$ cat src/rtl/twowire_map.svh
// register offsets, field positions, status codes and timing of the two-wire slave engine
`ifndef TWOWIRE_MAP_SVH
`define TWOWIRE_MAP_SVH

// ----------------------------------------------------------------------
// register byte offsets on the wishbone bus
// ----------------------------------------------------------------------
`define TW_OFS_CONTROL  4'h0
`define TW_OFS_STATUS   4'h4
`define TW_OFS_DATA     4'h8
`define TW_OFS_ADDRESS  4'hC

// ----------------------------------------------------------------------
// field positions and reset values
// ----------------------------------------------------------------------
`define TW_CTL_FLAG     7
`define TW_CTL_ACKEN    6
`define TW_CTL_STA      5
`define TW_CTL_STO      4
`define TW_CTL_WC       3
`define TW_CTL_EN       2
`define TW_CTL_IE       0
`define TW_ADR_GCE      0
`define TW_ADR_RST      8'h00
`define TW_DAT_RST      8'hFF
`define TW_PRESC_MASK   8'hF8
`define TW_GC_ADDRESS   8'h00

// ----------------------------------------------------------------------
// status codes
// ----------------------------------------------------------------------
`define TW_ST_SLA_W     8'h60
`define TW_ST_ARB_SLA_W 8'h68
`define TW_ST_GC        8'h70
`define TW_ST_ARB_GC    8'h78
`define TW_ST_RX_ACK    8'h80
`define TW_ST_RX_NACK   8'h88
`define TW_ST_GC_ACK    8'h90
`define TW_ST_GC_NACK   8'h98
`define TW_ST_STOP      8'hA0
`define TW_ST_SLA_R     8'hA8
`define TW_ST_ARB_SLA_R 8'hB0
`define TW_ST_TX_ACK    8'hB8
`define TW_ST_TX_NACK   8'hC0
`define TW_ST_TX_LAST   8'hC8
`define TW_ST_NONE      8'hF8

// ----------------------------------------------------------------------
// bit counter marks and timing
// ----------------------------------------------------------------------
`define TW_CNT_ACK      4'h8
`define TW_CNT_DONE     4'h9
`define TW_CLK_NS       25
`define TW_HD_STA_NS    4000
`define TW_HD_STA_CYC   ((`TW_HD_STA_NS + `TW_CLK_NS - 1) / `TW_CLK_NS)

`endif

$ cat src/rtl/twowire_pkg.sv
// types shared by the two-wire slave engine modules
package twowire_pkg;
  typedef enum logic [1:0] {
    ST_IDLE = 2'h0,
    ST_ADDR = 2'h1,
    ST_RX   = 2'h3,
    ST_TX   = 2'h2
  } slave_state_t;
  typedef logic [7:0] byte_t;
endpackage : twowire_pkg

$ cat src/rtl/twowire_evt_if.sv
// bus line events passed from the line watcher to the slave engine
`timescale 1ns/1ps
interface twowire_evt_if;
  logic scl_rise;
  logic scl_fall;
  logic start;
  logic stop;
  logic sda;
  modport src (output scl_rise, scl_fall, start, stop, sda);
  modport dst (input scl_rise, scl_fall, start, stop, sda);
endinterface : twowire_evt_if

$ cat src/rtl/twowire_slave_engine.sv
// slave engine of the two-wire serial unit with its wishbone register file
`timescale 1ns/1ps
`include "twowire_map.svh"

// Function
// - status codes always read with prescaler bits zero
// - general call data posts 0x90, acks per enable
// - unacked general call data posts 0x98, unaddressed
// - stop or restart while addressed as receiver posts 0xA0
// - re-recognition needs ack enable, general call enable
// - start request issues start once bus free
// - match upper seven address bits against master
// - address lsb enables general call address response
// - read bit enters transmit, write bit receive
// - address received sets flag with valid status
// - lost arbitration then read-addressed posts 0xB0
// - cleared ack enable makes current byte last
// - last byte posts 0xC0 on nack, 0xC8 ack
// - after last byte release data, ignore master
// - ack enable low means own address ignored
// - keep watching bus, resume when enable set
// - hold clock low after match until flag cleared
module twowire_slave_engine (
  input  wire logic        clk_i,
  input  wire logic        rst_i,
  input  wire logic        cyc_i,
  input  wire logic        stb_i,
  input  wire logic        we_i,
  input  wire logic [3:0]  adr_i,
  input  wire logic [3:0]  sel_i,
  input  wire logic [31:0] dat_i,
  output logic      [31:0] dat_o,
  output logic             ack_o,
  input  wire logic        arb_lost_i,
  input  wire logic        scl_i,
  output logic             scl_o,
  output logic             scl_oe_o,
  input  wire logic        sda_i,
  output logic             sda_o,
  output logic             sda_oe_o
);
  localparam int HD_STA_CYC = `TW_HD_STA_CYC;

  // ----------------------------------------------------------------------
  // line synchronisers and event detection
  // ----------------------------------------------------------------------
  twowire_evt_if ev ();
  logic [1:0] lines_s;

  twowire_sync #(.W(2)) u_sync (
    .clk_i (clk_i),
    .rst_i (rst_i),
    .d_i   ({scl_i, sda_i}),
    .q_o   (lines_s)
  );

  twowire_line_events u_events (
    .clk_i (clk_i),
    .rst_i (rst_i),
    .scl_i (lines_s[1]),
    .sda_i (lines_s[0]),
    .ev    (ev)
  );

  // ----------------------------------------------------------------------
  // state
  // ----------------------------------------------------------------------
  twowire_pkg::slave_state_t state_r;
  twowire_pkg::byte_t        sh_r;
  twowire_pkg::byte_t        data_r;
  twowire_pkg::byte_t        status_r;
  twowire_pkg::byte_t        adr_r;
  twowire_pkg::byte_t        post_code;
  logic [3:0]                cnt_r;
  logic [7:0]                gen_cnt_r;
  logic                      flag_r;
  logic                      acken_r;
  logic                      sta_r;
  logic                      sto_r;
  logic                      wc_r;
  logic                      en_r;
  logic                      ie_r;
  logic                      sda_drv_r;
  logic                      gc_r;
  logic                      rw_r;
  logic                      last_r;
  logic                      ackgiven_r;
  logic                      nack_r;
  logic                      arb_r;
  logic                      busy_r;
  logic                      gen_sda_r;
  logic                      gen_scl_r;
  logic                      ack_r;
  logic                      post_v;
  logic                      own_v;
  logic                      gcm_v;
  logic                      wb_req;
  logic                      wr_ctl;
  logic                      wr_dat;
  logic                      wr_adr;
  logic                      release_v;
  logic                      bus_start;
  logic                      rx_cap;

  // ----------------------------------------------------------------------
  // wishbone decode
  // ----------------------------------------------------------------------
  assign wb_req    = cyc_i && stb_i && !ack_r;
  assign wr_ctl    = wb_req && we_i && sel_i[0] && (adr_i == `TW_OFS_CONTROL);
  assign wr_dat    = wb_req && we_i && sel_i[0] && (adr_i == `TW_OFS_DATA);
  assign wr_adr    = wb_req && we_i && sel_i[0] && (adr_i == `TW_OFS_ADDRESS);
  assign release_v = wr_ctl && dat_i[`TW_CTL_FLAG] && flag_r;
  // our own generated start must not look like a master addressing us
  assign bus_start = ev.start && !gen_sda_r;
  assign rx_cap    = ev.scl_fall && (cnt_r == `TW_CNT_ACK) && (state_r == twowire_pkg::ST_RX);

  // address compare: both need ack enable, general call also needs its enable
  assign own_v = en_r && acken_r && (sh_r[7:1] == adr_r[7:1]);
  assign gcm_v = en_r && acken_r && adr_r[`TW_ADR_GCE]
                 && (sh_r == `TW_GC_ADDRESS);

  // ----------------------------------------------------------------------
  // status posting decode
  // ----------------------------------------------------------------------
  always_comb begin
    post_v    = 1'b0;
    post_code = `TW_ST_NONE;
    if ((bus_start || ev.stop) && state_r == twowire_pkg::ST_RX) begin
      post_v    = 1'b1;
      post_code = `TW_ST_STOP;
    end else if (ev.scl_fall && cnt_r == `TW_CNT_DONE) begin
      case (state_r)
        twowire_pkg::ST_ADDR: begin
          post_v = 1'b1;
          if (rw_r) begin
            post_code = arb_r ? `TW_ST_ARB_SLA_R : `TW_ST_SLA_R;
          end else if (gc_r) begin
            post_code = arb_r ? `TW_ST_ARB_GC : `TW_ST_GC;
          end else begin
            post_code = arb_r ? `TW_ST_ARB_SLA_W : `TW_ST_SLA_W;
          end
        end
        twowire_pkg::ST_RX: begin
          post_v = 1'b1;
          if (gc_r) begin
            post_code = ackgiven_r ? `TW_ST_GC_ACK : `TW_ST_GC_NACK;
          end else begin
            post_code = ackgiven_r ? `TW_ST_RX_ACK : `TW_ST_RX_NACK;
          end
        end
        twowire_pkg::ST_TX: begin
          post_v = 1'b1;
          if (nack_r) begin
            post_code = `TW_ST_TX_NACK;
          end else begin
            post_code = last_r ? `TW_ST_TX_LAST : `TW_ST_TX_ACK;
          end
        end
        default: begin
          post_v    = 1'b0;
          post_code = `TW_ST_NONE;
        end
      endcase
    end
  end

  // ----------------------------------------------------------------------
  // slave bit engine
  // ----------------------------------------------------------------------
  // bits are sampled on scl rise and changed on scl fall; cnt_r counts rises
  always_ff @(posedge clk_i) begin
    if (rst_i || !en_r) begin
      state_r    <= twowire_pkg::ST_IDLE;
      cnt_r      <= 4'h0;
      sh_r       <= 8'h00;
      sda_drv_r  <= 1'b0;
      gc_r       <= 1'b0;
      rw_r       <= 1'b0;
      last_r     <= 1'b0;
      ackgiven_r <= 1'b0;
      nack_r     <= 1'b0;
    end else if (bus_start) begin
      state_r   <= twowire_pkg::ST_ADDR;  // monitored even when ack enable is low
      cnt_r     <= 4'h0;
      sda_drv_r <= 1'b0;
    end else if (ev.stop) begin
      state_r   <= twowire_pkg::ST_IDLE;
      sda_drv_r <= 1'b0;
    end else if (state_r != twowire_pkg::ST_IDLE) begin
      // transmit: first bit goes out while the clock is still stretched
      if (release_v && state_r == twowire_pkg::ST_TX && cnt_r == 4'h0) begin
        sda_drv_r <= !data_r[7];
        sh_r      <= {data_r[6:0], 1'b1};
        last_r    <= !dat_i[`TW_CTL_ACKEN];
      end
      if (ev.scl_rise && cnt_r != `TW_CNT_DONE) begin
        cnt_r <= cnt_r + 4'h1;
        if (cnt_r == `TW_CNT_ACK) begin
          nack_r <= ev.sda;
        end else if (state_r != twowire_pkg::ST_TX) begin
          sh_r <= {sh_r[6:0], ev.sda};
        end
      end
      if (ev.scl_fall) begin
        case (cnt_r)
          `TW_CNT_ACK: begin
            if (state_r == twowire_pkg::ST_ADDR) begin
              if (own_v || gcm_v) begin
                sda_drv_r <= 1'b1;
                rw_r      <= sh_r[0];
                gc_r      <= gcm_v && !own_v;
              end else begin
                state_r   <= twowire_pkg::ST_IDLE;
                sda_drv_r <= 1'b0;
              end
            end else if (state_r == twowire_pkg::ST_RX) begin
              sda_drv_r  <= acken_r;
              ackgiven_r <= acken_r;
            end else begin
              sda_drv_r <= 1'b0;  // let the master answer
            end
          end
          `TW_CNT_DONE: begin
            sda_drv_r <= 1'b0;
            cnt_r     <= 4'h0;
            if (state_r == twowire_pkg::ST_ADDR) begin
              state_r <= rw_r ? twowire_pkg::ST_TX : twowire_pkg::ST_RX;
            end else if (state_r == twowire_pkg::ST_RX && !ackgiven_r) begin
              state_r <= twowire_pkg::ST_IDLE;
            end else if (state_r == twowire_pkg::ST_TX && (last_r || nack_r)) begin
              state_r <= twowire_pkg::ST_IDLE;
            end
          end
          default: begin
            if (state_r == twowire_pkg::ST_TX && cnt_r < `TW_CNT_ACK) begin
              sda_drv_r <= !sh_r[7];
              sh_r      <= {sh_r[6:0], 1'b1};
            end
          end
        endcase
      end
    end
  end

  // ----------------------------------------------------------------------
  // flag, status and arbitration memory
  // ----------------------------------------------------------------------
  // a posting in the same cycle as the software clear wins
  always_ff @(posedge clk_i) begin
    if (rst_i) begin
      flag_r <= 1'b0;
    end else if (post_v) begin
      flag_r <= 1'b1;
    end else if (release_v) begin
      flag_r <= 1'b0;
    end
  end

  always_ff @(posedge clk_i) begin
    if (rst_i) begin
      status_r <= `TW_ST_NONE;
    end else if (post_v) begin
      status_r <= post_code & `TW_PRESC_MASK;
    end else if (release_v) begin
      status_r <= `TW_ST_NONE;
    end
  end

  // lost arbitration is remembered until the next address posting
  always_ff @(posedge clk_i) begin
    if (rst_i) begin
      arb_r <= 1'b0;
    end else if (arb_lost_i) begin
      arb_r <= 1'b1;
    end else if (post_v && state_r == twowire_pkg::ST_ADDR) begin
      arb_r <= 1'b0;
    end
  end

  // ----------------------------------------------------------------------
  // software registers
  // ----------------------------------------------------------------------
  always_ff @(posedge clk_i) begin
    if (rst_i) begin
      acken_r <= 1'b0;
      sta_r   <= 1'b0;
      sto_r   <= 1'b0;
      en_r    <= 1'b0;
      ie_r    <= 1'b0;
    end else if (wr_ctl) begin
      acken_r <= dat_i[`TW_CTL_ACKEN];
      sta_r   <= dat_i[`TW_CTL_STA];
      sto_r   <= dat_i[`TW_CTL_STO];
      en_r    <= dat_i[`TW_CTL_EN];
      ie_r    <= dat_i[`TW_CTL_IE];
    end
  end

  // data written while the flag is low is refused and flagged
  always_ff @(posedge clk_i) begin
    if (rst_i) begin
      wc_r <= 1'b0;
    end else if (wr_dat) begin
      wc_r <= !flag_r;
    end
  end

  always_ff @(posedge clk_i) begin
    if (rst_i) begin
      data_r <= `TW_DAT_RST;
    end else if (rx_cap) begin
      data_r <= sh_r;
    end else if (wr_dat && flag_r) begin
      data_r <= dat_i[7:0];
    end
  end

  always_ff @(posedge clk_i) begin
    if (rst_i) begin
      adr_r <= `TW_ADR_RST;
    end else if (wr_adr) begin
      adr_r <= dat_i[7:0];
    end
  end

  // ----------------------------------------------------------------------
  // start generation once the bus is free
  // ----------------------------------------------------------------------
  always_ff @(posedge clk_i) begin
    if (rst_i) begin
      busy_r <= 1'b0;
    end else if (ev.start) begin
      busy_r <= 1'b1;
    end else if (ev.stop) begin
      busy_r <= 1'b0;
    end
  end

  // the bus is then held with both lines low for the master section to take over
  always_ff @(posedge clk_i) begin
    if (rst_i || !sta_r || !en_r) begin
      gen_sda_r <= 1'b0;
      gen_scl_r <= 1'b0;
      gen_cnt_r <= 8'h00;
    end else if (!gen_sda_r) begin
      if (!flag_r && !busy_r && state_r == twowire_pkg::ST_IDLE) begin
        gen_sda_r <= 1'b1;
      end
    end else if (gen_cnt_r == HD_STA_CYC[7:0]) begin
      gen_scl_r <= 1'b1;
    end else begin
      gen_cnt_r <= gen_cnt_r + 8'h01;
    end
  end

  // ----------------------------------------------------------------------
  // wishbone answer, one wait state on every access
  // ----------------------------------------------------------------------
  always_ff @(posedge clk_i) begin
    if (rst_i) begin
      ack_r <= 1'b0;
      dat_o <= 32'h0000_0000;
    end else begin
      ack_r <= wb_req;
      if (wb_req) begin
        case (adr_i)
          `TW_OFS_CONTROL: dat_o <= {24'h00_0000, flag_r, acken_r, sta_r, sto_r,
                                     wc_r, en_r, 1'b0, ie_r};
          `TW_OFS_STATUS:  dat_o <= {24'h00_0000, status_r};
          `TW_OFS_DATA:    dat_o <= {24'h00_0000, data_r};
          `TW_OFS_ADDRESS: dat_o <= {24'h00_0000, adr_r};
          default:         dat_o <= 32'h0000_0000;
        endcase
      end
    end
  end
  assign ack_o = ack_r;

  // ----------------------------------------------------------------------
  // open-drain pins
  // ----------------------------------------------------------------------
  assign scl_o    = 1'b0;
  assign sda_o    = 1'b0;
  // the clock stays low while software owes an answer to an addressed transfer
  assign scl_oe_o = (flag_r && state_r != twowire_pkg::ST_IDLE) || gen_scl_r;
  assign sda_oe_o = sda_drv_r || gen_sda_r;
endmodule : twowire_slave_engine

$ cat src/rtl/twowire_sync.sv
// two-flop synchroniser for the serial bus lines
`timescale 1ns/1ps
module twowire_sync #(
  parameter int W = 2
) (
  input  wire logic         clk_i,
  input  wire logic         rst_i,
  input  wire logic [W-1:0] d_i,
  output logic      [W-1:0] q_o
);
  logic [W-1:0] meta_r;

  // idle bus lines are high, so both stages reset high
  always_ff @(posedge clk_i) begin
    if (rst_i) begin
      meta_r <= '1;
      q_o    <= '1;
    end else begin
      meta_r <= d_i;
      q_o    <= meta_r;
    end
  end
endmodule : twowire_sync

$ cat src/rtl/twowire_line_events.sv
// edge, start and stop detection on the synchronised bus lines
`timescale 1ns/1ps
module twowire_line_events (
  input  wire logic   clk_i,
  input  wire logic   rst_i,
  input  wire logic   scl_i,
  input  wire logic   sda_i,
  twowire_evt_if.src  ev
);
  logic scl_q_r;
  logic sda_q_r;

  // previous line levels for edge finding
  always_ff @(posedge clk_i) begin
    if (rst_i) begin
      scl_q_r <= 1'b1;
      sda_q_r <= 1'b1;
    end else begin
      scl_q_r <= scl_i;
      sda_q_r <= sda_i;
    end
  end

  // start and stop need scl high on both samples, so they never meet an scl edge
  assign ev.scl_rise = scl_i && !scl_q_r;
  assign ev.scl_fall = !scl_i && scl_q_r;
  assign ev.start    = scl_i && scl_q_r && sda_q_r && !sda_i;
  assign ev.stop     = scl_i && scl_q_r && !sda_q_r && sda_i;
  assign ev.sda      = sda_i;
endmodule : twowire_line_events

$ cat config.mk
export PLATFORM = sky130hd
export DESIGN_NAME = twowire_slave_engine
export DESIGN_NICKNAME = d
export VERILOG_FILES = /design/src/rtl/twowire_pkg.sv /design/src/rtl/twowire_evt_if.sv /design/src/rtl/twowire_slave_engine.sv /design/src/rtl/twowire_sync.sv /design/src/rtl/twowire_line_events.sv
export VERILOG_INCLUDE_DIRS = /design/src /design/src/rtl
export SDC_FILE = /design/constraint.sdc
export NUM_CORES = 1
export LEC_CHECK = 0
export BUFFER_PORTS_ARGS = -buffer_cell sky130_fd_sc_hd__clkbuf_2
export CAP_MARGIN = 10
export CORE_UTILIZATION = 41
export CTS_CLUSTER_DIAMETER = 30
export DETAILED_ROUTE_END_ITERATION = 7
export GPL_ROUTABILITY_DRIVEN = 0
export GPL_TIMING_DRIVEN = 0
export PLACE_DENSITY = 0.69
export SLEW_MARGIN = 20
export SYNTH_ARGS = -nofsm -noshare
export SYNTH_HDL_FRONTEND = slang
export SYNTH_SLANG_ARGS = --single-unit
export TNS_END_PERCENT = 5
$ cat constraint.sdc
create_clock -name clk_i -period 3.3 [get_ports clk_i]
set_clock_uncertainty 0.05 [all_clocks]
set_input_delay 0.66 -clock clk_i [delete_from_list [all_inputs] [get_ports clk_i]]
set_output_delay 0.66 -clock clk_i [all_outputs]
set_load 0.005 [all_outputs]
Word-level counts from Yosys, hierarchy flattened --
Index checks and enable logic that the tools add are counted.
Cells by class: $add $sub $neg 2, $lt $le $gt $ge 1, eq/ne operators 18, multiplexer cells 57, bitwise operators 4, reduce and logical (&&, ||, !) cells 87
Operator list (count):
- $mux W8 | 14
- $logic_and A1 B1 Y1 | 37
- $pmux W8 S4 | 1
- $mux W4 | 7
- $pmux W8 S3 | 1
- $mux W1 | 22
- $eq A4 B4 Y1 const B | 4
- $logic_not A1 Y1 | 15
- $mux W5 | 3
- $mux W7 | 2
- $reduce_and A7 Y1 | 2
- $reduce_and A6 Y1 | 2
- $reduce_bool A2 Y1 | 6
- $mux W2 | 5
- $add A8 B1 Y8 const B | 1
- $eq A8 B8 Y1 const B | 1
- $logic_not A4 Y1 | 2
- $logic_not A8 Y1 | 1
- $logic_or A1 B1 Y1 | 8
- $ne A4 B4 Y1 const B | 2
- $eq A7 B7 Y1 | 1
- $ne A6 B3 Y1 const B | 1
- $reduce_and A2 Y1 | 3
- $reduce_bool A3 Y1 | 2
- other kinds (19) | 26
Storage, ports and cells: register bits after elaboration 99, input bits 48, output and inout bits 37, logic and storage cells 200

Depth between registers and ports, before layout --
Gate-level depths: netlist (run 1).
depth in word-level cells 16, depth in mapped cells 8, depth with buffers taken out 7

By module --
A second synthesis (run 1) with hierarchy kept.
Second synthesis, totals: cell total of the unflattened synthesis 437, area, all modules 3947.5 um^2
By module, submodules not included:
- twowire_slave_engine | instances 1, cells an instance 420, area an instance 3749.8 um^2, sequential area each 1381.3 um^2
- twowire_sync | instances 1, cells an instance 8, area an instance 105.1 um^2, sequential area each 80.1 um^2
- twowire_line_events | instances 1, cells an instance 9, area an instance 92.6 um^2, sequential area each 40.0 um^2

Worst setup path before layout (run 1) --
OpenSTA, ideal clock, no wires.
path type input to register, start in adr_i[0], end reg sda_drv_r, setup time 0.070 ns, data arrival time 1.843 ns, data required time 3.180 ns, setup slack 1.337 ns, stages 6, buffers on the path 1, cell sequence and4bb_1 > nand3_1 > buf_4 > nand2b_4 > a2111o_1 > a21oi_1
On the way: word-level cells in the longest chain between the ends 10
Ends and longest elaborated chain:
- start: declaration | line twowire_slave_engine.sv:29 | input wire logic [3:0] adr_i,
- $logic_not A4 Y1 *
- $logic_and A1 B1 Y1 * | line twowire_slave_engine.sv:109 | assign wr_ctl = wb_req && we_i && sel_i[0] && (adr_i == `TW_OFS_CONTROL);
- $logic_and A1 B1 Y1 * (2 in series) | line twowire_slave_engine.sv:112 | assign release_v = wr_ctl && dat_i[`TW_CTL_FLAG] && flag_r;
- $logic_and A1 B1 Y1 * (2 in series) | line twowire_slave_engine.sv:191 | if (release_v && state_r == twowire_pkg::ST_TX && cnt_r == 4'h0) begin
- $mux W1 * | line twowire_slave_engine.sv:191
- $mux W1 | line twowire_slave_engine.sv:235 | if (state_r == twowire_pkg::ST_TX && cnt_r < `TW_CNT_ACK) begin
- $pmux W1 S2 | line twowire_slave_engine.sv:205 | case (cnt_r)
- $mux W1 * | line twowire_slave_engine.sv:204 | if (ev.scl_fall) begin
- end signal: assignment | line twowire_slave_engine.sv:192 | sda_drv_r <= !data_r[7];
- end signal: assignment | line twowire_slave_engine.sv:217 | sda_drv_r <= acken_r;
- end signal: assignment | line twowire_slave_engine.sv:236 | sda_drv_r <= !sh_r[7];
- end: declaration | line twowire_slave_engine.sv:83 | logic sda_drv_r;
Mark *: on every way between the ends. The rest lies on a longest branch, timed or not. A chain may end at the register's enable or synchronous reset.

Worst setup path after layout (run 1) --
start reg cnt_r[0], end reg data_r[4]
On the way: word-level cells in the longest chain between the ends 4, elaborated cells between the ends (all ways) 5, classes of those cells 1 x eq/ne; 1 x mux; 3 x reduce/logical
Ends and longest elaborated chain:
- start: declaration | line twowire_slave_engine.sv:74 | logic [3:0] cnt_r;
- start signal: assignment | line twowire_slave_engine.sv:197 | cnt_r <= cnt_r + 4'h1;
- $eq A4 B4 Y1 *
- $logic_and A1 B1 Y1 * (2 in series) | line twowire_slave_engine.sv:115 | assign rx_cap = ev.scl_fall && (cnt_r == `TW_CNT_ACK) && (state_r == twowire_pkg::ST_RX);
- $mux W8 or $reduce_bool A2 Y1 (tied branches)
- end signal: assignment | line twowire_slave_engine.sv:310 | data_r <= `TW_DAT_RST;
- end signal: assignment | line twowire_slave_engine.sv:312 | data_r <= sh_r;
- end signal: assignment | line twowire_slave_engine.sv:314 | data_r <= dat_i[7:0];
- end: declaration | line twowire_slave_engine.sv:70 | twowire_pkg::byte_t data_r;
Marked as above.

==> results of run 1 <==
state kept, by name, indices dropped and copies added, names as in the netlist, 2 cells and up:
signal,flops
u_sync.meta_r,2
gen_cnt_r,8
sh_r,8
state_r,2
cnt_r,4
status_r,5
u_sync.q_o,2
dat_o,8
adr_r,8
data_r,8
cells in the mapped netlist, types with 2 or more instances:
| master | number | area share, % |
|---|---|---|
| sky130_fd_sc_hd__o2111a_1 | 2 | 0.54 |
| sky130_fd_sc_hd__inv_1 | 19 | 1.7 |
| sky130_fd_sc_hd__mux2i_1 | 29 | 7.0 |
| sky130_fd_sc_hd__a211oi_1 | 4 | 0.73 |
| sky130_fd_sc_hd__and3_1 | 2 | 0.30 |
| sky130_fd_sc_hd__o41ai_1 | 2 | 0.42 |
| sky130_fd_sc_hd__and4_1 | 3 | 0.63 |
| sky130_fd_sc_hd__o22ai_1 | 2 | 0.30 |
| sky130_fd_sc_hd__ha_1 | 5 | 1.5 |
| sky130_fd_sc_hd__xnor2_1 | 11 | 2.3 |
| sky130_fd_sc_hd__nor3_1 | 5 | 0.60 |
| sky130_fd_sc_hd__nand4_1 | 8 | 1.2 |
| sky130_fd_sc_hd__a22o_1 | 2 | 0.42 |
| sky130_fd_sc_hd__o211ai_1 | 2 | 0.36 |
| sky130_fd_sc_hd__buf_2 | 3 | 0.36 |
| sky130_fd_sc_hd__nor2b_1 | 2 | 0.30 |
| sky130_fd_sc_hd__nand2b_1 | 20 | 3.0 |
| sky130_fd_sc_hd__nand2b_4 | 2 | 0.66 |
| sky130_fd_sc_hd__xor2_1 | 7 | 1.5 |
| sky130_fd_sc_hd__a21oi_1 | 15 | 1.8 |
| sky130_fd_sc_hd__clkbuf_1 | 9 | 0.82 |
| sky130_fd_sc_hd__o21ai_0 | 12 | 1.5 |
| sky130_fd_sc_hd__a22oi_1 | 9 | 1.6 |
| sky130_fd_sc_hd__a221oi_1 | 5 | 1.1 |
| sky130_fd_sc_hd__nor4_1 | 2 | 0.30 |
| sky130_fd_sc_hd__nor2_1 | 62 | 5.6 |
| sky130_fd_sc_hd__o31ai_1 | 7 | 1.3 |
| sky130_fd_sc_hd__nand4b_1 | 3 | 0.63 |
| sky130_fd_sc_hd__nand3b_1 | 3 | 0.54 |
| sky130_fd_sc_hd__or2_2 | 9 | 1.4 |
| sky130_fd_sc_hd__nand3_1 | 7 | 0.85 |
| sky130_fd_sc_hd__and3b_1 | 3 | 0.63 |
| sky130_fd_sc_hd__o32ai_1 | 2 | 0.42 |
| sky130_fd_sc_hd__nand2_1 | 16 | 1.5 |
| sky130_fd_sc_hd__mux2_2 | 9 | 2.4 |
| sky130_fd_sc_hd__o21bai_1 | 3 | 0.54 |
| sky130_fd_sc_hd__a31oi_1 | 2 | 0.30 |
| sky130_fd_sc_hd__dfxtp_1 | 75 | 36 |
| sky130_fd_sc_hd__buf_4 | 30 | 5.4 |
| sky130_fd_sc_hd__a21o_1 | 3 | 0.54 |
| sky130_fd_sc_hd__mux4_2 | 5 | 2.7 |
power groups by stage:
stage,combinational [mW],sequential (mW),clock (mW)
global route,0.139,0.918,0.923
global placement,0.123,0.938,0
finish,0.126,0.917,0.869
floorplan,0.0910,0.936,0
detailed placement,0.125,0.938,0
CTS,0.126,0.916,0.884
per-stage QoR:
| step | power (mW) | hold slack (ps) | util, % |
|---|---|---|---|
| final | 1.91 | 361 | 49.1 |
| after global routing | 1.98 | 374 | 49.1 |
| after CTS | 1.93 | 365 | 49.1 |
| after detailed placement | 1.06 | 347 | 46.6 |
| after global placement | 1.06 | 342 | 46.6 |
| after floorplan | 1.03 | 339 | - |
cell type report:
type	count	area, um^2	share of cell area [%]
Multi-Input combinational cell	338	2380	49.5
Sequential cell	75	1500	31.3
Buffer	43	285	5.95
Tap cell	133	166	3.47
Timing Repair Buffer	31	155	3.23
Clock buffer	11	141	2.95
Clock inverter	5	100	2.09
Inverter	19	71.3	1.49
routing by layer:
layer,global-route usage [%],wire length (um),up-vias
li1,-,-,1695
met1,27.2,4750,1630
met2,33.4,4590,96
met3,4.34,485,14
met4,7.58,179,0
met5,0,0,-
worst min path at each step:
stage | slack (ps) | endpoint | start
global placement | 340 | u_sync.q_o[1] | u_sync.meta_r[1]
CTS | 370 | u_sync.q_o[1] | u_sync.meta_r[1]
global route | 370 | u_sync.q_o[1] | u_sync.meta_r[1]
finish | 360 | u_sync.q_o[1] | u_sync.meta_r[1]
detailed placement | 350 | u_sync.q_o[1] | u_sync.meta_r[1]
floorplan | 340 | u_sync.q_o[0] | u_sync.meta_r[0]
cells in the final DEF, fill, tap and decap left out, types with 3 or more instances in the layout:
master,netlist,layout
sky130_fd_sc_hd__dfxtp_1,75,75
sky130_fd_sc_hd__nor2_1,62,62
sky130_fd_sc_hd__clkbuf_2,0,31
sky130_fd_sc_hd__buf_4,30,30
sky130_fd_sc_hd__mux2i_1,29,29
sky130_fd_sc_hd__conb_1,1,26
sky130_fd_sc_hd__nand2b_1,20,20
sky130_fd_sc_hd__inv_1,19,19
sky130_fd_sc_hd__nand2_1,16,16
sky130_fd_sc_hd__a21oi_1,15,15
sky130_fd_sc_hd__o21ai_0,12,12
sky130_fd_sc_hd__xnor2_1,11,11
sky130_fd_sc_hd__clkbuf_1,9,10
sky130_fd_sc_hd__clkbuf_8,0,10
sky130_fd_sc_hd__or2_2,9,9
sky130_fd_sc_hd__mux2_2,9,9
sky130_fd_sc_hd__a22oi_1,9,9
sky130_fd_sc_hd__nand4_1,8,8
sky130_fd_sc_hd__nand3_1,7,7
sky130_fd_sc_hd__o31ai_1,7,7
sky130_fd_sc_hd__xor2_1,7,7
sky130_fd_sc_hd__nor3_1,5,5
sky130_fd_sc_hd__mux4_2,5,5
sky130_fd_sc_hd__a221oi_1,5,5
sky130_fd_sc_hd__ha_1,5,5
sky130_fd_sc_hd__a211oi_1,4,4
sky130_fd_sc_hd__a21o_1,3,3
sky130_fd_sc_hd__buf_2,3,3
sky130_fd_sc_hd__and3b_1,3,3
sky130_fd_sc_hd__nand4b_1,3,3
sky130_fd_sc_hd__o21bai_1,3,3
sky130_fd_sc_hd__nand3b_1,3,3
sky130_fd_sc_hd__and4_1,3,3
sky130_fd_sc_hd__bufinv_16,0,3
logic make-up (layout without fill, tap and decap cells):
logic type | after synthesis | in the layout
compound gates | 86 | 86
xor+xnor | 18 | 18
fa+ha+maj | 5 | 5
buf+inv | 62 | 109
flops | 75 | 75
mux | 43 | 43
other cells | 1 | 26
simple gates | 160 | 160
==> run_summary.xml, run 1 <==
<?xml version="1.0" encoding="UTF-8"?>
<metrics>
  <group name="routing">
    <metric name="per_cell_via_count_in_the_routed_design" unit="">5.24</metric>
    <metric name="first_pass_iters" unit="">5</metric>
    <metric name="postRouteAntennaNets" unit="">0</metric>
    <metric name="wl" unit="mm">10.0</metric>
    <metric name="vias" unit="">3435</metric>
    <metric name="routedWlPerCell" unit="um">15.3</metric>
    <metric name="drt_first_iter_violations" unit="">204</metric>
    <metric name="drt_drc_violations_left" unit="">0</metric>
  </group>
  <group name="setup_path">
    <metric name="worst_setup_path_endpoint" unit="">data_r[4]</metric>
    <metric name="cp_max_stage_delay" unit="ps">560</metric>
    <metric name="setup.worst_path.start_class" unit="">register</metric>
    <metric name="setup.worst_path.start" unit="">cnt_r[0]</metric>
    <metric name="worstPathArrival" unit="ps">2450</metric>
    <metric name="critical_path_cell_by_cell" unit="">inv_1 -&gt; ha_1 -&gt; nand3b_4 -&gt; nor3_4 -&gt; o21bai_1 -&gt; buf_4 -&gt; mux2i_1 -&gt; nand2b_1</metric>
    <metric name="timing.critical_path.depth" unit="">8</metric>
    <metric name="rrSetupSlack" unit="ps">1060</metric>
    <metric name="worst-setup-path-type" unit="">register to register</metric>
    <metric name="critical-path-slowest-cell" unit="">sky130_fd_sc_hd__nor3_4</metric>
    <metric name="critical_path.reg2reg.startpoint" unit="">cnt_r[0]</metric>
    <metric name="regToRegEndpoint" unit="">data_r[4]</metric>
    <metric name="r2r_cells" unit="">8</metric>
    <metric name="crit_buf_inv" unit="">2</metric>
    <metric name="critPathCaptureType" unit="">register</metric>
    <metric name="worst_ep_required_time" unit="ps">3510</metric>
    <metric name="worst_path_dominant_cell_family" unit="">simple AND/OR/NAND/NOR gates</metric>
    <metric name="worstPathMaxFanout" unit="">10</metric>
  </group>
  <group name="synth">
    <metric name="synth-adder-area-share" unit="%">1.51</metric>
    <metric name="synth.area.mux_share" unit="%">12.2</metric>
    <metric name="synth-edff-count" unit="">0</metric>
    <metric name="synth-xor-area-share" unit="%">3.81</metric>
    <metric name="synth_flop_cell" unit="">sky130_fd_sc_hd__dfxtp_1</metric>
    <metric name="yosysSeqAreaShare" unit="%">36.3</metric>
    <metric name="yosys.area_share.simple" unit="%">22.2</metric>
    <metric name="dominant_combinational_cell_family_by_area_after_synthesis" unit="">simple AND/OR/NAND/NOR gates</metric>
    <metric name="syn-mean-instance-area" unit="um^2">9.20</metric>
    <metric name="syn-instance-count" unit="">450</metric>
    <metric name="ys_async_sr_fraction" unit="%">0</metric>
    <metric name="post_synth_instance_area" unit="mm^2">0.00414</metric>
    <metric name="number_of_storage_elements_in_the_synthesis_netlist" unit="">75</metric>
    <metric name="post_synth_num_cell_types" unit="">70</metric>
    <metric name="synth-compound-area-share" unit="%">15.3</metric>
    <metric name="yosys_warnings" unit="">0</metric>
  </group>
  <group name="clock_tree">
    <metric name="tritoncts.num_buffers" unit="">9</metric>
    <metric name="clk_latency" unit="ps">360</metric>
    <metric name="cts.root.buffer_cell" unit="">sky130_fd_sc_hd__clkbuf_8</metric>
    <metric name="clock-sinks" unit="">75</metric>
    <metric name="cts_max_path_buffers" unit="">2</metric>
    <metric name="ctsResizeCount" unit="">0</metric>
    <metric name="post-cts-setup-buffer-count" unit="">0</metric>
    <metric name="cts_tree" unit="">yes</metric>
    <metric name="holdBufCountCts" unit="">0</metric>
    <metric name="cts.reportedPaths.clkPinSlew" unit="ps">80</metric>
    <metric name="htree_num_levels" unit="">3</metric>
  </group>
  <group name="sta">
    <metric name="worst-slew-pin-transition" unit="ps">996</metric>
    <metric name="rsz0062_at_grt" unit="">false</metric>
    <metric name="slew_headroom" unit="%">32.7</metric>
    <metric name="totalNegativeSetupSlack" unit="ps">0</metric>
    <metric name="share_of_the_clock_period_used_by_the_worst_path" unit="%">68.0</metric>
    <metric name="period_minus_slack" unit="ps">2240</metric>
    <metric name="final_max_slew_viol_count" unit="">0</metric>
    <metric name="fin_ws" unit="ps">1060</metric>
    <metric name="setup-violations-final" unit="">0</metric>
    <metric name="max_freq" unit="GHz">0.446</metric>
    <metric name="fin_hold_viols" unit="">0</metric>
  </group>
  <group name="power">
    <metric name="p_int" unit="mW">1.50</metric>
    <metric name="sequential_share_of_power" unit="%">47.9</metric>
    <metric name="power.share.clock" unit="%">45.5</metric>
    <metric name="leakagePower" unit="nW">1.94</metric>
    <metric name="ir_worst_vdd" unit="mV">0.210</metric>
    <metric name="power_switching_share" unit="%">21.8</metric>
    <metric name="cellPowerDensity" unit="mW/mm^2">399</metric>
    <metric name="switching_power" unit="mW">0.417</metric>
    <metric name="comb_power_share" unit="%">6.6</metric>
  </group>
  <group name="placement">
    <metric name="hpwl" unit="mm">7.54</metric>
    <metric name="placed_cell_area" unit="mm^2">0.00456</metric>
    <metric name="place_worst_setup_slack" unit="ps">931</metric>
    <metric name="numPortBuffers" unit="">31</metric>
    <metric name="dp.cells" unit="">639</metric>
  </group>
  <group name="floorplanning">
    <metric name="die_footprint" unit="mm^2">0.0105</metric>
    <metric name="die_width" unit="um">103</metric>
    <metric name="floorplan.initialDensity" unit="%">42.4</metric>
    <metric name="total_core_area" unit="mm^2">0.00977</metric>
    <metric name="die_height" unit="um">103</metric>
    <metric name="floorplan.rows" unit="">36</metric>
    <metric name="io_pins" unit="">85</metric>
  </group>
  <group name="layout">
    <metric name="filler_cell_count" unit="">886</metric>
    <metric name="diodes" unit="">0</metric>
    <metric name="finalNonFillerCells" unit="">655</metric>
    <metric name="area.growth.synth_to_final" unit="%">15.9</metric>
    <metric name="design_area" unit="mm^2">0.00480</metric>
    <metric name="layout-drive-gt1-share" unit="%">22.2</metric>
    <metric name="finalNetCount" unit="">570</metric>
  </group>
  <group name="grt">
    <metric name="grt_antenna_before_repair" unit="">0</metric>
    <metric name="grt_pass1_vias" unit="">3177</metric>
    <metric name="globalRoute.totalOverflow" unit="">0</metric>
    <metric name="grt_max_degree" unit="">13</metric>
    <metric name="globalRouteTotalUtil" unit="%">20.7</metric>
    <metric name="grt_pass1_wl" unit="mm">16.3</metric>
  </group>
  <group name="worst_hold_path">
    <metric name="whs_path_depth" unit="">1</metric>
    <metric name="hp-class" unit="">register to register</metric>
  </group>
  <group name="status">
    <metric name="run_status" unit="">finished clean</metric>
  </group>
  <group name="run">
    <metric name="maxCapViolCount" unit="">0</metric>
  </group>
</metrics>
Power figures use the tool's default switching activity.
==> run 2: changes to the inputs <==
==> constraint.sdc (replaced) <==
create_clock -name clk_i -period 2.2 [get_ports clk_i]
set_clock_uncertainty 0.05 [all_clocks]
set_input_delay 0.44 -clock clk_i [delete_from_list [all_inputs] [get_ports clk_i]]
set_output_delay 0.44 -clock clk_i [all_outputs]
set_load 0.005 [all_outputs]
==> run 2 against run 1 <==
  * Worst hold slack worse by 160 ps
  * Fmax increased by 11%
  * Non-clock buffer count is 3 higher
  * Clock power grew 51%
  * Cell area rose by 0.99%
  * Sequential share of layout area down 0.31 points
  * Register-to-register slack got worse by 880 ps
  * Count of clock-buffer cells in the layout is the same
  * Critical endpoint is now sh_r[3]
==> run_summary.xml, run 2 (synthesized netlist as in run 1, its figures left out) <==
<?xml version="1.0" encoding="UTF-8"?>
<metrics>
  <group name="routing">
    <metric name="drt_first_iter_violations" unit="">240</metric>
    <metric name="per_cell_via_count_in_the_routed_design" unit="">5.31</metric>
    <metric name="routedWlPerCell" unit="um">15.4</metric>
    <metric name="vias" unit="">3491</metric>
    <metric name="postRouteAntennaNets" unit="">0</metric>
    <metric name="drt_drc_violations_left" unit="">0</metric>
    <metric name="wl" unit="mm">10.1</metric>
    <metric name="first_pass_iters" unit="">5</metric>
  </group>
  <group name="worst_hold_path">
    <metric name="hp-class" unit="">primary input to register</metric>
    <metric name="timing.hold.worst_endpoint" unit="">u_sync.meta_r[0]</metric>
    <metric name="startpoint_of_the_tightest_hold_check_path" unit="">sda_i</metric>
    <metric name="whs_path_depth" unit="">2</metric>
  </group>
  <group name="setup_path">
    <metric name="worst-setup-path-type" unit="">register to register</metric>
    <metric name="r2r_cells" unit="">7</metric>
    <metric name="rrSetupSlack" unit="ps">180</metric>
    <metric name="worstPathArrival" unit="ps">2230</metric>
    <metric name="setup.worst_path.start_class" unit="">register</metric>
    <metric name="regToRegEndpoint" unit="">sh_r[3]</metric>
    <metric name="critPathCaptureType" unit="">register</metric>
    <metric name="critical_path.reg2reg.startpoint" unit="">cnt_r[1]</metric>
    <metric name="worstPathMaxFanout" unit="">8</metric>
    <metric name="worst_ep_required_time" unit="ps">2410</metric>
  </group>
  <group name="power">
    <metric name="cellPowerDensity" unit="mW/mm^2">593</metric>
    <metric name="total_power" unit="mW">2.87</metric>
    <metric name="leakagePower" unit="nW">1.96</metric>
    <metric name="ir_worst_vdd" unit="mV">0.314</metric>
  </group>
  <group name="grt">
    <metric name="grt_max_degree" unit="">13</metric>
    <metric name="grt_antenna_before_repair" unit="">0</metric>
    <metric name="globalRouteTotalUtil" unit="%">20.7</metric>
    <metric name="grt_pass1_vias" unit="">3171</metric>
    <metric name="globalRoute.totalOverflow" unit="">0</metric>
    <metric name="grt_pass1_wl" unit="mm">16.3</metric>
  </group>
  <group name="floorplanning">
    <metric name="floorplan.initialDensity" unit="%">42.4</metric>
    <metric name="die_height" unit="um">103</metric>
    <metric name="floorplan.rows" unit="">36</metric>
    <metric name="io_pins" unit="">85</metric>
    <metric name="total_core_area" unit="mm^2">0.00977</metric>
    <metric name="die_width" unit="um">103</metric>
    <metric name="die_footprint" unit="mm^2">0.0105</metric>
  </group>
  <group name="sta">
    <metric name="share_of_the_clock_period_used_by_the_worst_path" unit="%">91.8</metric>
    <metric name="worst-slew-pin-transition" unit="ps">991</metric>
    <metric name="final_max_slew_viol_count" unit="">0</metric>
    <metric name="setup-violations-final" unit="">0</metric>
    <metric name="totalNegativeSetupSlack" unit="ps">0</metric>
    <metric name="rsz0062_at_grt" unit="">false</metric>
    <metric name="fin_hold_viols" unit="">0</metric>
    <metric name="period_minus_slack" unit="ps">2020</metric>
    <metric name="slew_headroom" unit="%">33.1</metric>
    <metric name="max_freq" unit="GHz">0.495</metric>
  </group>
  <group name="clock_tree">
    <metric name="clk_latency" unit="ps">360</metric>
    <metric name="cts.root.buffer_cell" unit="">sky130_fd_sc_hd__clkbuf_8</metric>
    <metric name="holdBufCountCts" unit="">0</metric>
    <metric name="cts.reportedPaths.clkPinSlew" unit="ps">80</metric>
    <metric name="cts_max_path_buffers" unit="">2</metric>
    <metric name="cts_tree" unit="">yes</metric>
    <metric name="tritoncts.num_buffers" unit="">9</metric>
    <metric name="htree_num_levels" unit="">3</metric>
    <metric name="ctsResizeCount" unit="">0</metric>
    <metric name="clock-sinks" unit="">75</metric>
  </group>
  <group name="layout">
    <metric name="finalNetCount" unit="">573</metric>
    <metric name="finalCoreUtilization" unit="%">49.6</metric>
    <metric name="layout_common_cells" unit="">75 x sky130_fd_sc_hd__dfxtp_1, 62 x sky130_fd_sc_hd__nor2_1, 31 x sky130_fd_sc_hd__buf_4, 31 x sky130_fd_sc_hd__clkbuf_2, 29 x sky130_fd_sc_hd__mux2i_1</metric>
    <metric name="area.growth.synth_to_final" unit="%">17.0</metric>
    <metric name="final_common_cell" unit="">sky130_fd_sc_hd__dfxtp_1</metric>
    <metric name="diodes" unit="">0</metric>
    <metric name="design_area" unit="mm^2">0.00485</metric>
    <metric name="layout-drive-gt1-share" unit="%">22.7</metric>
  </group>
  <group name="placement">
    <metric name="numPortBuffers" unit="">31</metric>
    <metric name="hpwl" unit="mm">7.54</metric>
    <metric name="placed_cell_area" unit="mm^2">0.00456</metric>
  </group>
  <group name="run">
    <metric name="maxCapViolCount" unit="">0</metric>
  </group>
  <group name="status">
    <metric name="run_status" unit="">finished clean</metric>
  </group>
</metrics>
-- run 2: cell types whose count changed in the layout (fill, tap and decap cells not counted), sizes merged --
cell and change:
buf +3
-- run 2: worst max-delay path: stages (launching register included) --
cell and delay [ps]:
sky130_fd_sc_hd__dfxtp_1 370, sky130_fd_sc_hd__inv_1 80, sky130_fd_sc_hd__ha_1 190, sky130_fd_sc_hd__nand3b_1 260
sky130_fd_sc_hd__nand4b_1 310, sky130_fd_sc_hd__nand2_4 220, sky130_fd_sc_hd__o21ai_4 110, sky130_fd_sc_hd__a221oi_1 310
-- run 2: where the power goes --
group	total (mW)	switching, mW	internal [mW]
Clock	1.31	0.526	0.781
Sequential	1.38	0.00857	1.37
Combinational	0.190	0.0942	0.0960
-- run 2: per-layer routing --
metal	global-route usage [%]	vias to the layer above	part of all wire, %
met5	0	-	0
met4	7.58	0	1.7
met3	4.34	14	5.4
met2	33.3	122	46
met1	27.3	1647	47
li1	-	1708	-
-- run 2: stage by stage --
step                      hold WS (ps)  setup WS, ps  instances
after floorplan                    339           345        475
after global placement             342          77.3        639
after detailed placement           347          9.59        639
after CTS                          190          26.3        655
after global routing               200          22.2        658
final                              201           181        658
-- run 2: what timing repair did --
action | in CTS | in global routing
endpoints found under the setup margin | 4 | 9
cloned | 0 | 0
pin swaps | 1 | 2
buffers inserted | 0 | 3
-- run 2: layout make-up --
type	instances	area (um^2)
multi-input cells	338	2380
plain buffers	43	285
inverters	19	71.3
clock buffers	11	141
flip-flops and latches	75	1500
clock inverters	5	100
fillers	878	4930
well taps	133	166
repair buffers	34	203
-- run 2: worst max-delay path by stage --
stage                   from         to  slack [ps]  cells after the start
finish              cnt_r[1]    sh_r[3]         180                      7
global route        cnt_r[0]    sh_r[5]          20                      7
CTS                 cnt_r[0]  data_r[4]          30                      8
detailed placement  cnt_r[0]  data_r[4]          10                      8
global placement    cnt_r[0]  data_r[1]          80                      8
floorplan           cnt_r[0]  data_r[0]         350                      8
